## config.mk

```make
export PLATFORM = sky130hd
export DESIGN_NAME = pan_en_a
export DESIGN_NICKNAME = d
export VERILOG_FILES = /design/src/include/pan_pkg.sv /design/src/core/pan_en_a.sv /design/src/core/pan_lcw_codec.sv
export VERILOG_INCLUDE_DIRS = /design/src /design/src/include
export SDC_FILE = /design/constraint.sdc
export NUM_CORES = 1
export LEC_CHECK = 0
export BUFFER_PORTS_ARGS = -buffer_cell sky130_fd_sc_hd__clkbuf_2
export CAP_MARGIN = 10
export CORE_UTILIZATION = 50
export CTS_CLUSTER_DIAMETER = 80
export CTS_CLUSTER_SIZE = 16
export DETAILED_ROUTE_END_ITERATION = 8
export PLACE_DENSITY = 0.73
export SLEW_MARGIN = 25
export SYNTH_ARGS = -nofsm -noshare
export SYNTH_HDL_FRONTEND = slang
export SYNTH_SLANG_ARGS = --single-unit
```

## constraint.sdc

```tcl
create_clock -name clk_sys -period 2.93 [get_ports clk_sys]
set_input_delay 0.586 -clock clk_sys [delete_from_list [all_inputs] [get_ports clk_sys]]
set_output_delay 0.586 -clock clk_sys [all_outputs]
set_load 0.05 [all_outputs]
```

## src/include/pan_regs.svh

```systemverilog
// Constants of the duplex negotiation block: timing, code word layout and status codes.
// Assumes a 125 MHz system clock; the checker and bench write the cause codes as literals, not by name.
`ifndef PAN_REGS_SVH
`define PAN_REGS_SVH

`define PAN_CLK_KHZ         125000
`define PAN_ATTEMPT_MS      250
`define PAN_BREAK_MS        1500
`define PAN_ATTEMPT_CYC     (`PAN_ATTEMPT_MS * `PAN_CLK_KHZ)
`define PAN_BREAK_CYC       (`PAN_BREAK_MS * `PAN_CLK_KHZ)
`define PAN_FLP_BIT_NS      64000
`define PAN_CLK_NS          8
`define PAN_FLP_BIT_CYC     (`PAN_FLP_BIT_NS / `PAN_CLK_NS)
`define PAN_LCW_BITS        16
`define PAN_LCW_SELECTOR    5'h01
`define PAN_LCW_SEL_LSB     0
`define PAN_LCW_10HD_BIT    5
`define PAN_LCW_10FD_BIT    6
`define PAN_LCW_PAUSE_BIT   10
`define PAN_LCW_RFAULT_BIT  13
`define PAN_LCW_ACK_BIT     14
`define PAN_CAUSE_NONE      2'h0
`define PAN_CAUSE_NO_FLP    2'h1
`define PAN_CAUSE_LEGACY    2'h2
`define PAN_CAUSE_BAD_WORD  2'h3

`endif

```

## src/include/pan_pkg.sv

```systemverilog
// Types shared by the duplex negotiation block.
// Assumes the constants header is compiled alongside.
package pan_pkg;
  typedef enum logic [2:0] {
    PAN_IDLE,
    PAN_ATTEMPT,
    PAN_BREAK,
    PAN_LINKED,
    PAN_FORCED
  } pan_state_t;
endpackage

```

## src/core/pan_en_a.sv

```systemverilog
// Duplex negotiation, link bring-up and loopback control of a 10BASE-T physical layer.
// Assumes host control bits and jabber/transmit signals come from clk_sys logic; cable inputs are asynchronous.
// How it works
// - Capabilities travel as 16-bit code words on bursts of fast link pulses.
// - Only 10BASE-T is advertised; full duplex chosen whenever the partner offers it along with half duplex.
// - A failed attempt pulses failed, records its cause and falls back to half duplex.
// - A successful attempt pulses complete and never pulses failed for that attempt.
// - A partner sending only normal link pulses still gets a half duplex link.
// - With pause advertise set, the code word carries the pause ability bit.
// - Negotiation restarts only when an enable drops and all return high.
// - Attempts last 250 ms, followed by a 1.5 s break, repeating.
// - During the break, incoming words are ignored and nothing is sent.
// - Full duplex sends and receives together; half duplex only one at a time.
// - Loopback returns transmit data to the receiver and isolates the cable.
// - A jabber condition clears loopback automatically.
// - With negotiation on, the duplex bit is read-only and shows the negotiated mode.
`timescale 1ns/1ps
`include "pan_regs.svh"
module pan_en_a import pan_pkg::*; #(
  parameter int unsigned ATTEMPT_CYC = `PAN_ATTEMPT_CYC,
  parameter int unsigned BREAK_CYC   = `PAN_BREAK_CYC
) (
  input  wire logic       clk_sys,
  input  wire logic       rst_n,
  input  wire logic       layerEnable,
  input  wire logic       transmitterEnable,
  input  wire logic       receiverEnable,
  input  wire logic       enA,
  input  wire logic       fullDuplexSelect,
  input  wire logic       loopbackEn,
  input  wire logic       pauseAdvertiseEn,
  input  wire logic       jabberDetect,
  input  wire logic       txActive,
  input  wire logic       txData,
  input  wire logic       flpClkIn,
  input  wire logic       flpDataIn,
  input  wire logic       nlpIn,
  input  wire logic       rxLineIn,
  output logic            flpClkOut_ff,
  output logic            flpDataOut_ff,
  output logic            txLineOut_ff,
  output logic            rxDataOut_ff,
  output logic            rxDataValid_ff,
  output logic            negCompletePulse_ff,
  output logic            negFailedPulse_ff,
  output logic [1:0]      failCause_ff,
  output logic            partnerFault_ff,
  output logic            linkUp_ff,
  output logic            fullDuplex_ff,
  output logic            loopbackActive_ff
);
  localparam int NPIN = 4;

  pan_state_t  state_ff;
  pan_state_t  nxt_state;
  logic [NPIN-1:0] pinMeta_ff;
  logic [NPIN-1:0] pinSync_ff;
  logic [NPIN-1:0] pinRaw;
  logic [31:0] timer_ff;
  logic        allOn;
  logic        allOnPrev_ff;
  logic        restart;
  logic        loopReqPrev_ff;
  logic        nlpPrev_ff;
  logic        nlpSeen;
  logic [15:0] advWord;
  logic [15:0] rxWord;
  logic        rxValid;
  logic        codecTxRun;
  logic        codecRxClear;
  logic        timerDone;
  logic        wordOk;

  assign pinRaw = {rxLineIn, nlpIn, flpDataIn, flpClkIn};

  // Each cable input gets two flip-flops before any logic looks at it.
  genvar gi;
  generate
    for (gi = 0; gi < NPIN; gi++) begin : g_sync
      always_ff @(posedge clk_sys) begin
        if (!rst_n) begin
          pinMeta_ff[gi] <= 1'b0;
          pinSync_ff[gi] <= 1'b0;
        end else begin
          pinMeta_ff[gi] <= pinRaw[gi];
          pinSync_ff[gi] <= pinMeta_ff[gi];
        end
      end
    end
  endgenerate

  assign allOn   = layerEnable && transmitterEnable && receiverEnable;
  assign restart = allOn && !allOnPrev_ff;
  assign nlpSeen = pinSync_ff[2] && !nlpPrev_ff;

  // Speed field is fixed to 10BASE-T; both duplex abilities are always offered.
  always_comb begin
    advWord = 16'h0000;
    advWord[`PAN_LCW_SEL_LSB +: 5]  = `PAN_LCW_SELECTOR;
    advWord[`PAN_LCW_10HD_BIT]      = 1'b1;
    advWord[`PAN_LCW_10FD_BIT]      = 1'b1;
    advWord[`PAN_LCW_PAUSE_BIT]     = pauseAdvertiseEn;
    advWord[`PAN_LCW_ACK_BIT]       = rxValid;
  end

  assign wordOk       = (rxWord[`PAN_LCW_SEL_LSB +: 5] == `PAN_LCW_SELECTOR) && rxWord[`PAN_LCW_10HD_BIT];
  assign codecTxRun   = (state_ff == PAN_ATTEMPT) && transmitterEnable && !loopbackActive_ff;
  assign codecRxClear = (state_ff != PAN_ATTEMPT);
  assign timerDone    = (state_ff == PAN_ATTEMPT) ? (timer_ff >= ATTEMPT_CYC - 1) : (timer_ff >= BREAK_CYC - 1);

  pan_lcw_codec u_codec (
    .clk_sys         (clk_sys),
    .rst_n           (rst_n),
    .txRun           (codecTxRun),
    .txWord          (advWord),
    .pulseClkOut_ff  (flpClkOut_ff),
    .pulseDataOut_ff (flpDataOut_ff),
    .rxClear         (codecRxClear),
    .pulseClkIn      (pinSync_ff[0]),
    .pulseDataIn     (pinSync_ff[1]),
    .rxWord_ff       (rxWord),
    .rxValid_ff      (rxValid)
  );

  always_ff @(posedge clk_sys) begin
    if (!rst_n) begin
      allOnPrev_ff   <= 1'b0;
      nlpPrev_ff     <= 1'b0;
      loopReqPrev_ff <= 1'b0;
    end else begin
      allOnPrev_ff   <= allOn;
      nlpPrev_ff     <= pinSync_ff[2];
      loopReqPrev_ff <= loopbackEn;
    end
  end

  always_comb begin
    nxt_state = state_ff;
    case (state_ff)
      PAN_IDLE:    if (restart) nxt_state = enA ? PAN_ATTEMPT : PAN_FORCED;
      PAN_ATTEMPT: begin
        if (rxValid && wordOk) nxt_state = PAN_LINKED;
        else if (nlpSeen) nxt_state = PAN_LINKED;
        else if (timerDone) nxt_state = PAN_BREAK;
      end
      PAN_BREAK:   if (timerDone) nxt_state = PAN_ATTEMPT;
      PAN_LINKED:  nxt_state = PAN_LINKED;
      PAN_FORCED:  nxt_state = PAN_FORCED;
      default:     nxt_state = PAN_IDLE;
    endcase
    if (!allOn) nxt_state = PAN_IDLE;
  end

  always_ff @(posedge clk_sys) begin
    if (!rst_n) begin
      state_ff <= PAN_IDLE;
    end else begin
      state_ff <= nxt_state;
    end
  end

  // One counter serves both intervals; it restarts on every state change, including re-enable.
  always_ff @(posedge clk_sys) begin
    if (!rst_n || nxt_state != state_ff) begin
      timer_ff <= 32'h0000_0000;
    end else if (state_ff == PAN_ATTEMPT || state_ff == PAN_BREAK) begin
      timer_ff <= timer_ff + 32'h0000_0001;
    end
  end

  // Events and status; a legacy partner links without either event but records why.
  always_ff @(posedge clk_sys) begin
    if (!rst_n) begin
      negCompletePulse_ff <= 1'b0;
      negFailedPulse_ff   <= 1'b0;
      failCause_ff        <= `PAN_CAUSE_NONE;
      partnerFault_ff     <= 1'b0;
      linkUp_ff           <= 1'b0;
    end else begin
      negCompletePulse_ff <= 1'b0;
      negFailedPulse_ff   <= 1'b0;
      linkUp_ff           <= (nxt_state == PAN_LINKED) || (nxt_state == PAN_FORCED);
      if (restart) begin
        failCause_ff    <= `PAN_CAUSE_NONE;
        partnerFault_ff <= 1'b0;
      end else if (state_ff == PAN_ATTEMPT) begin
        if (rxValid && wordOk) begin
          negCompletePulse_ff <= 1'b1;
          failCause_ff        <= `PAN_CAUSE_NONE;
          partnerFault_ff     <= rxWord[`PAN_LCW_RFAULT_BIT];
        end else if (nlpSeen) begin
          failCause_ff <= `PAN_CAUSE_LEGACY;
        end else if (timerDone) begin
          negFailedPulse_ff <= 1'b1;
          failCause_ff      <= (rxValid || failCause_ff == `PAN_CAUSE_BAD_WORD) ?
                               `PAN_CAUSE_BAD_WORD : `PAN_CAUSE_NO_FLP;
        end else if (rxValid) begin
          failCause_ff <= `PAN_CAUSE_BAD_WORD;
        end
      end
    end
  end

  // Duplex follows the host bit only when negotiation is off; otherwise the result alone sets it.
  always_ff @(posedge clk_sys) begin
    if (!rst_n) begin
      fullDuplex_ff <= 1'b0;
    end else if (!enA) begin
      fullDuplex_ff <= fullDuplexSelect;
    end else if (state_ff == PAN_ATTEMPT && rxValid && wordOk) begin
      fullDuplex_ff <= rxWord[`PAN_LCW_10FD_BIT];
    end else if (state_ff == PAN_ATTEMPT && (nlpSeen || timerDone)) begin
      fullDuplex_ff <= 1'b0;
    end else if (state_ff == PAN_IDLE) begin
      fullDuplex_ff <= 1'b0;
    end
  end

  // Jabber wins over a simultaneous loopback request so the fault can never be masked.
  always_ff @(posedge clk_sys) begin
    if (!rst_n) begin
      loopbackActive_ff <= 1'b0;
    end else if (jabberDetect) begin
      loopbackActive_ff <= 1'b0;
    end else if (!loopbackEn) begin
      loopbackActive_ff <= 1'b0;
    end else if (!loopReqPrev_ff) begin
      loopbackActive_ff <= 1'b1;
    end
  end

  // Half duplex blanks reception while transmitting; loopback cuts the cable both ways.
  always_ff @(posedge clk_sys) begin
    if (!rst_n) begin
      txLineOut_ff   <= 1'b0;
      rxDataOut_ff   <= 1'b0;
      rxDataValid_ff <= 1'b0;
    end else if (loopbackActive_ff) begin
      txLineOut_ff   <= 1'b0;
      rxDataOut_ff   <= txData;
      rxDataValid_ff <= txActive;
    end else begin
      txLineOut_ff   <= txData && txActive && transmitterEnable && linkUp_ff;
      rxDataOut_ff   <= pinSync_ff[3];
      rxDataValid_ff <= receiverEnable && linkUp_ff && (fullDuplex_ff || !txActive);
    end
  end
endmodule

```

## src/core/pan_lcw_codec.sv

```systemverilog
// Serialises and collects 16-bit link code words on a clock-and-data pulse pair.
// Assumes the receive inputs are already synchronised to clk_sys.
`timescale 1ns/1ps
`include "pan_regs.svh"
module pan_lcw_codec import pan_pkg::*; (
  input  wire logic        clk_sys,
  input  wire logic        rst_n,
  input  wire logic        txRun,
  input  wire logic [15:0] txWord,
  output logic             pulseClkOut_ff,
  output logic             pulseDataOut_ff,
  input  wire logic        rxClear,
  input  wire logic        pulseClkIn,
  input  wire logic        pulseDataIn,
  output logic [15:0]      rxWord_ff,
  output logic             rxValid_ff
);
  localparam logic [15:0] BIT_CYC = 16'(`PAN_FLP_BIT_CYC);

  logic [15:0] bitTimer_ff;
  logic [3:0]  txIdx_ff;
  logic [3:0]  rxCnt_ff;
  logic [15:0] rxShift_ff;
  logic        clkPrev_ff;

  // The word repeats for as long as txRun stays high; bits go out most significant first.
  always_ff @(posedge clk_sys) begin
    if (!rst_n || !txRun) begin
      bitTimer_ff     <= 16'h0000;
      txIdx_ff        <= 4'hF;
      pulseClkOut_ff  <= 1'b0;
      pulseDataOut_ff <= 1'b0;
    end else if (bitTimer_ff == BIT_CYC - 16'h0001) begin
      bitTimer_ff     <= 16'h0000;
      txIdx_ff        <= txIdx_ff - 4'h1;
      pulseClkOut_ff  <= 1'b1;
      pulseDataOut_ff <= txWord[txIdx_ff];
    end else begin
      bitTimer_ff     <= bitTimer_ff + 16'h0001;
      pulseClkOut_ff  <= 1'b0;
    end
  end

  // A partial word left over from before a clear is dropped rather than merged.
  always_ff @(posedge clk_sys) begin
    if (!rst_n || rxClear) begin
      clkPrev_ff <= 1'b0;
      rxCnt_ff   <= 4'h0;
      rxShift_ff <= 16'h0000;
      rxWord_ff  <= 16'h0000;
      rxValid_ff <= 1'b0;
    end else begin
      clkPrev_ff <= pulseClkIn;
      rxValid_ff <= 1'b0;
      if (pulseClkIn && !clkPrev_ff) begin
        rxShift_ff <= {rxShift_ff[14:0], pulseDataIn};
        rxCnt_ff   <= rxCnt_ff + 4'h1;
        if (rxCnt_ff == 4'hF) begin
          rxWord_ff  <= {rxShift_ff[14:0], pulseDataIn};
          rxValid_ff <= 1'b1;
        end
      end
    end
  end
endmodule

```

==> flow_summary.yaml, run 1 <==
drt:
  route.vias.total: 4121
  drt-initial-drc-count: 261
  routed_len_inst_um: 13.9
  post_drt_via_cell_ratio: 5.45
  first_pass_iters: 5
  antenna_violating_nets_left: 0
  detail_route.drc_violations: 0
  routed_wirelength_um: 10500
timing:
  setup_violations: 0
  report.final.slew_viol_count: 0
  finalCritPeriodShare_pct: 92.7
  final.setup.tns_ps: 0
  clock_skew_ps: 8.08
  period_minus_ws_final_ps: 2710
  hold_violations: 0
  tightestPinTransition_ps: 892
  slew-limit-headroom_pct: 40.3
  setup_repair_after_global_routing_missed_its_margin: "false"
  max_freq_ghz: 0.368
logic_synthesis:
  yosys_warnings: 0
  synth_nets: 627
  mappedNetlistArea_mm2: 0.00524
  postSynthCellCount: 607
  synth-seq-area-share_pct: 40.5
  postSynthAreaPerCell_um2: 8.63
  yosysUniqueCellTypes: 64
  synth-edff-count: 0
  ys_seq_elements: 106
  synth-main-ff-cell: "sky130_fd_sc_hd__dfxtp_1"
  ys_async_sr_fraction_pct: 0
pwr:
  total_leakage_power_nw: 2.13
  vdd.ir_drop.worst_mv: 0.271
  powerDensity_mw_per_mm2: 430
clock_network:
  ctsLongestPathBuffers: 2
  clock_insertion_delay_worst_skew_ps: 370
  htree_num_levels: 3
  post-cts-setup-buffers: 0
  cts_sinks: 106
  holdBufCountCts: 0
  cts_tree: "yes"
  cts-buffers-inserted: 9
  post_cts_resized: 0
  clk_pin_slew_worst_paths_ps: 100
  clockRootBuffer: "sky130_fd_sc_hd__clkbuf_8"
global_routing:
  grt_use_met2_pct: 34.6
  global_route.usage.total_pct: 20.4
  global_route.usage.met1_pct: 25.7
  gr-max-usage-layer: "met2"
  grt_pass1_wl_um: 18500
  global_route.overflow_total: 0
  pin_count_of_the_biggest_net_entering_global_routing: 33
  grt_pass1_vias: 4101
  initial_antenna_violation_count: 0
  use_met3_pct: 3.88
critical_path:
  crit_path_start_kind: "register"
  worstSetupPathType: "reg -> reg"
  critPathMaxFanout: 20
  critPathCaptureType: "register"
  cp.arrival_ps: 3010
  worst-endpoint-required_ps: 3230
layout:
  syn2layout_area_growth_pct: 6.00
  finalNetCount: 639
  fill_cells: 916
  num_antenna_cells: 0
  utilization_after_layout_pct: 55.8
  footprint_of_the_multi_input_gates_mm2: 0.00284
  post_route_cells_drive_above_1_share_pct: 11.2
  register_area_mm2: 0.00212
floorplanning:
  initial_utilization_pct: 52.6
  io-pin-count: 29
  floorplan.die_area_mm2: 0.0109
  rows: 36
  die-height_um: 104
  die_w_um: 104
  core_mm2: 0.00995
job:
  cap_violations: 0
outcome:
  outcome: "finished, final reports clean"
place:
  gp_congestion: 0.825
  dp.final_hpwl_um: 7360
  port-buffer-count: 28
hold_path:
  timing.hold.worst.class: "in -> reg"
path summary, 6_finish.rpt:
check	end	from	cells after the start	slack [ps]
max reg2reg	timer_ff[14]	timer_ff[24]	7	220
max	timer_ff[14]	timer_ff[24]	7	220
min reg2reg	pinSync_ff[2]	pinMeta_ff[2]	1	440
min	loopbackActive_ff	jabberDetect	2	370
flip-flops by register name, indices dropped and copies added (netlist names), 2 cells and up:
signal	flops
failCause_ff	2
pinMeta_ff	4
pinSync_ff	4
state_ff	3
timer_ff	32
u_codec.bitTimer_ff	16
u_codec.rxCnt_ff	4
u_codec.rxShift_ff	13
u_codec.rxWord_ff	8
u_codec.txIdx_ff	4
cell families after synthesis:
kind of cell / count (synthesis) / share of synthesized area (%)
buffers and inverters: 45 / 5.49
multiplexers: 47 / 9.01
XOR/XNOR: 52 / 9.05
AND/OR/NAND/NOR: 298 / 27.9
adder cells (fa/ha/maj): 4 / 0.956
AO/OA/AOI/OAI: 55 / 7.07
flip-flops: 106 / 40.5
layer usage:
metal  part of all wire [%]  routed length [µm]
met1                     47                4930
met2                     48                5040
met3                    3.1                 322
met4                    1.8                 186
met5                      0                   0
critical path, cell delays in order, from the launching register on:
cell and delay (ps):
sky130_fd_sc_hd__dfxtp_1 450, sky130_fd_sc_hd__and3_4 230, sky130_fd_sc_hd__or4b_1 460, sky130_fd_sc_hd__and2_4 170, sky130_fd_sc_hd__a31oi_1 200, sky130_fd_sc_hd__a21boi_4 620, sky130_fd_sc_hd__buf_12 270, sky130_fd_sc_hd__mux2i_1 220
per-stage QoR:
step / power, W / hold slack (ps) / setup slack, ps / instance area, µm² / cells
after floorplan: 0.00156 / 412 / 890 / 5240 / 607
after global placement: 0.00158 / 414 / 372 / 5370 / 741
after detailed placement: 0.00159 / 422 / 283 / 5370 / 741
after CTS: 0.00242 / 342 / 223 / 5550 / 756
after global routing: 0.00248 / 364 / 97.3 / 5550 / 756
final: 0.00239 / 366 / 215 / 5550 / 756
power breakdown:
| group | switching (W) | internal (W) | leakage [nW] |
|---|---|---|---|
| sequential | 0.00000673 | 0.00145 | 0.856 |
| combinational | 0.0000613 | 0.0000343 | 1.19 |
| clock | 0.000501 | 0.000334 | 0.0863 |
| total | 0.000569 | 0.00182 | 2.13 |
final cells by class:
type | instances | share of cell area [%]
tap | 133 | 3.00
sequential | 106 | 38.2
inverter | 10 | 0.676
clock inverter | 5 | 0.721
timing repair buffer | 36 | 3.83
clock buffer | 10 | 2.48
multi-input combinational | 456 | 51.1
cells in the mapped netlist, types with 4 or more instances:
cell	n	area share, %
sky130_fd_sc_hd__nand2_1	123	8.8
sky130_fd_sc_hd__dfxtp_1	106	41
sky130_fd_sc_hd__nor2_1	57	4.1
sky130_fd_sc_hd__mux2i_1	46	8.8
sky130_fd_sc_hd__xnor2_1	32	5.4
sky130_fd_sc_hd__nand3_1	21	2.0
sky130_fd_sc_hd__a21oi_1	20	1.9
sky130_fd_sc_hd__nand4_1	20	2.4
sky130_fd_sc_hd__xor2_1	19	3.2
sky130_fd_sc_hd__nor3_1	16	1.5
sky130_fd_sc_hd__and3_1	15	1.8
sky130_fd_sc_hd__clkbuf_1	15	1.1
sky130_fd_sc_hd__and2_1	12	1.4
sky130_fd_sc_hd__inv_1	10	0.72
sky130_fd_sc_hd__o21ai_0	8	0.76
sky130_fd_sc_hd__a211oi_1	6	0.86
sky130_fd_sc_hd__buf_6	6	1.3
sky130_fd_sc_hd__buf_2	5	0.48
sky130_fd_sc_hd__a31oi_1	4	0.48
sky130_fd_sc_hd__ha_1	4	0.96
placed cells by master, fill, tap and decap left out, types with 12 or more instances in the layout:
master                     instances
sky130_fd_sc_hd__nand3_1          21
sky130_fd_sc_hd__xor2_1           19
sky130_fd_sc_hd__nand2_1         123
sky130_fd_sc_hd__nor2_1           57
sky130_fd_sc_hd__clkbuf_2         28
sky130_fd_sc_hd__mux2i_1          46
sky130_fd_sc_hd__a21oi_1          20
sky130_fd_sc_hd__xnor2_1          32
sky130_fd_sc_hd__nor3_1           16
sky130_fd_sc_hd__and2_1           12
sky130_fd_sc_hd__nand4_1          20
sky130_fd_sc_hd__and3_1           15
sky130_fd_sc_hd__dfxtp_1         106
Note: power is estimated with default switching activity, not from simulation.
==> inputs of run 2 (changes only) <==
Settings changed: SETUP_SLACK_MARGIN set to 0.3.
==> flow_summary.yaml, run 2 (synthesis results as in run 1) <==
critical_path:
  worstSetupPathType: "reg -> reg"
  crit-reg2reg-capture: "timer_ff[2]"
  max_stage_delay_ps: 480
  critPathMaxFanout: 10
  cp.arrival_ps: 2600
  reg2reg_slack_ps: 590
  crit_path_start_kind: "register"
  rr_startpoint: "u_codec.rxWord_ff[0]"
  crit_path_cell_chain: "or3b_2, o21bai_1, nand2_1, a211oi_1, a21boi_4, buf_4, mux2i_1"
  crit_slowest_cell: "sky130_fd_sc_hd__or3b_2"
  ff2ff_path_depth: 7
  path_delay_family: "compound AO/OA/AOI/OAI gates"
  worst-endpoint-required_ps: 3190
  timing.critical_path.from: "u_codec.rxWord_ff[0]"
  critPathCaptureType: "register"
  wp_buf_inv: 1
timing:
  period_minus_ws_final_ps: 2340
  final.setup.tns_ps: 0
  max_freq_ghz: 0.428
  setup_repair_after_global_routing_missed_its_margin: "false"
  report.final.slew_viol_count: 0
  finalCritPeriodShare_pct: 79.7
  slew-limit-headroom_pct: 40.4
  setup_violations: 0
  clock_skew_ps: 5.37
  hold_violations: 0
  tightestPinTransition_ps: 891
global_routing:
  grt_pass1_wl_um: 18700
  pin_count_of_the_biggest_net_entering_global_routing: 33
  global_route.usage.total_pct: 20.6
  initial_antenna_violation_count: 0
  global_route.overflow_total: 0
  grt_pass1_vias: 4090
layout:
  finalNetCount: 641
  fin_area_mm2: 0.00557
  layoutNonFillerInstCount: 758
  largest_registers: "timer_ff x32, u_codec.bitTimer_ff x16, u_codec.rxShift_ff x13"
  post_route_cells_drive_above_1_share_pct: 11.5
  mostFrequentLayoutCell: "sky130_fd_sc_hd__nand2_1"
  num_antenna_cells: 0
  mostFrequentLayoutCells: "sky130_fd_sc_hd__nand2_1, sky130_fd_sc_hd__dfxtp_1, sky130_fd_sc_hd__nor2_1, sky130_fd_sc_hd__mux2i_1, sky130_fd_sc_hd__xnor2_1"
  largest_reg_flops: 32
  largest_register: "timer_ff"
  syn2layout_area_growth_pct: 6.28
floorplanning:
  core_mm2: 0.00995
  die_w_um: 104
  io-pin-count: 29
  initial_utilization_pct: 52.6
  floorplan.die_area_mm2: 0.0109
  die-height_um: 104
  rows: 36
clock_network:
  clk_pin_slew_worst_paths_ps: 100
  clock_insertion_delay_worst_skew_ps: 370
  ctsLongestPathBuffers: 2
  holdBufCountCts: 0
  clockRootBuffer: "sky130_fd_sc_hd__clkbuf_8"
  cts_sinks: 106
  htree_num_levels: 3
  cts_tree: "yes"
  cts-buffers-inserted: 9
job:
  cap_violations: 0
drt:
  topRoutingLayerUsed: "met4"
  route.vias.total: 4095
  drt-initial-drc-count: 315
  routed_wirelength_um: 10500
  detail_route.drc_violations: 0
  first_pass_iters: 4
  post_drt_via_cell_ratio: 5.40
  wl_met3_um: 257
  antenna_violating_nets_left: 0
  wl_on_met1_um: 4970
  routed_len_inst_um: 13.9
  routed_wl_met2_um: 5120
pwr:
  powerDensity_mw_per_mm2: 429
  total_leakage_power_nw: 2.14
  vdd.ir_drop.worst_mv: 0.268
place:
  dp.final_hpwl_um: 7360
  gp_congestion: 0.825
  place_inst: 741
  placedInstanceArea_mm2: 0.00537
  port-buffer-count: 28
hold_path:
  count_of_cells_along_the_worst_hold_path: 2
  holdPathEnd: "loopbackActive_ff"
  hold_path_startpoint: "jabberDetect"
  timing.hold.worst.class: "in -> reg"
outcome:
  outcome: "finished, final reports clean"
## run 2: changes by cell type in the layout (fill, tap and decap cells not counted), sizes merged
cell  delta
buf      +2
## run 2: repair_timing
item	CTS	global route
endpoints found under the hold margin	0	0
setup buffers	2	0
gates resized for setup	0	0
setup endpoints to repair	20	0
## run 2: final cells by class
cell class | count | area, µm²
fillers | 914 | 4390
multi-input cells | 456 | 2840
clock inverters | 5 | 40.0
well taps | 133 | 166
flip-flops and latches | 106 | 2120
clock buffers | 10 | 138
repair buffers | 38 | 228
inverters | 10 | 37.5
## run 2: metal layers
| metal | global-route usage [%] | vias to the layer above |
|---|---|---|
| met4 | 7.35 | 0 |
| met2 | 34.9 | 49 |
| met1 | 25.9 | 1938 |
| li1 | - | 2093 |
| met3 | 3.88 | 15 |
| met5 | 0 | - |
## run 2: how the worst max path moves through the flow
stage                   end  slack (ps)  cells past startpoint
2_1_floorplan  timer_ff[10]         890                      8
3_3_place_gp   timer_ff[22]         370                      8
3_5_place_dp   timer_ff[14]         280                      7
4_1_cts         timer_ff[2]         590                      7
5_1_grt        timer_ff[14]         420                      6
6_report        timer_ff[2]         590                      7
## run 2: where the power goes
part           switching (W)  internal (W)  total (W)
logic              0.0000611     0.0000351  0.0000962
clock network       0.000501      0.000334   0.000835
registers         0.00000673       0.00145    0.00146
## run 2: through the flow
stage	utilization, %	hold WS [ps]	power (W)	setup slack [ps]
6_report	55.9	363	0.00239	594
2_1_floorplan	-	412	0.00156	890
3_5_place_dp	54.0	422	0.00159	283
4_1_cts	55.9	342	0.00242	586
3_3_place_gp	54.0	414	0.00158	372
5_1_grt	55.9	364	0.00248	418
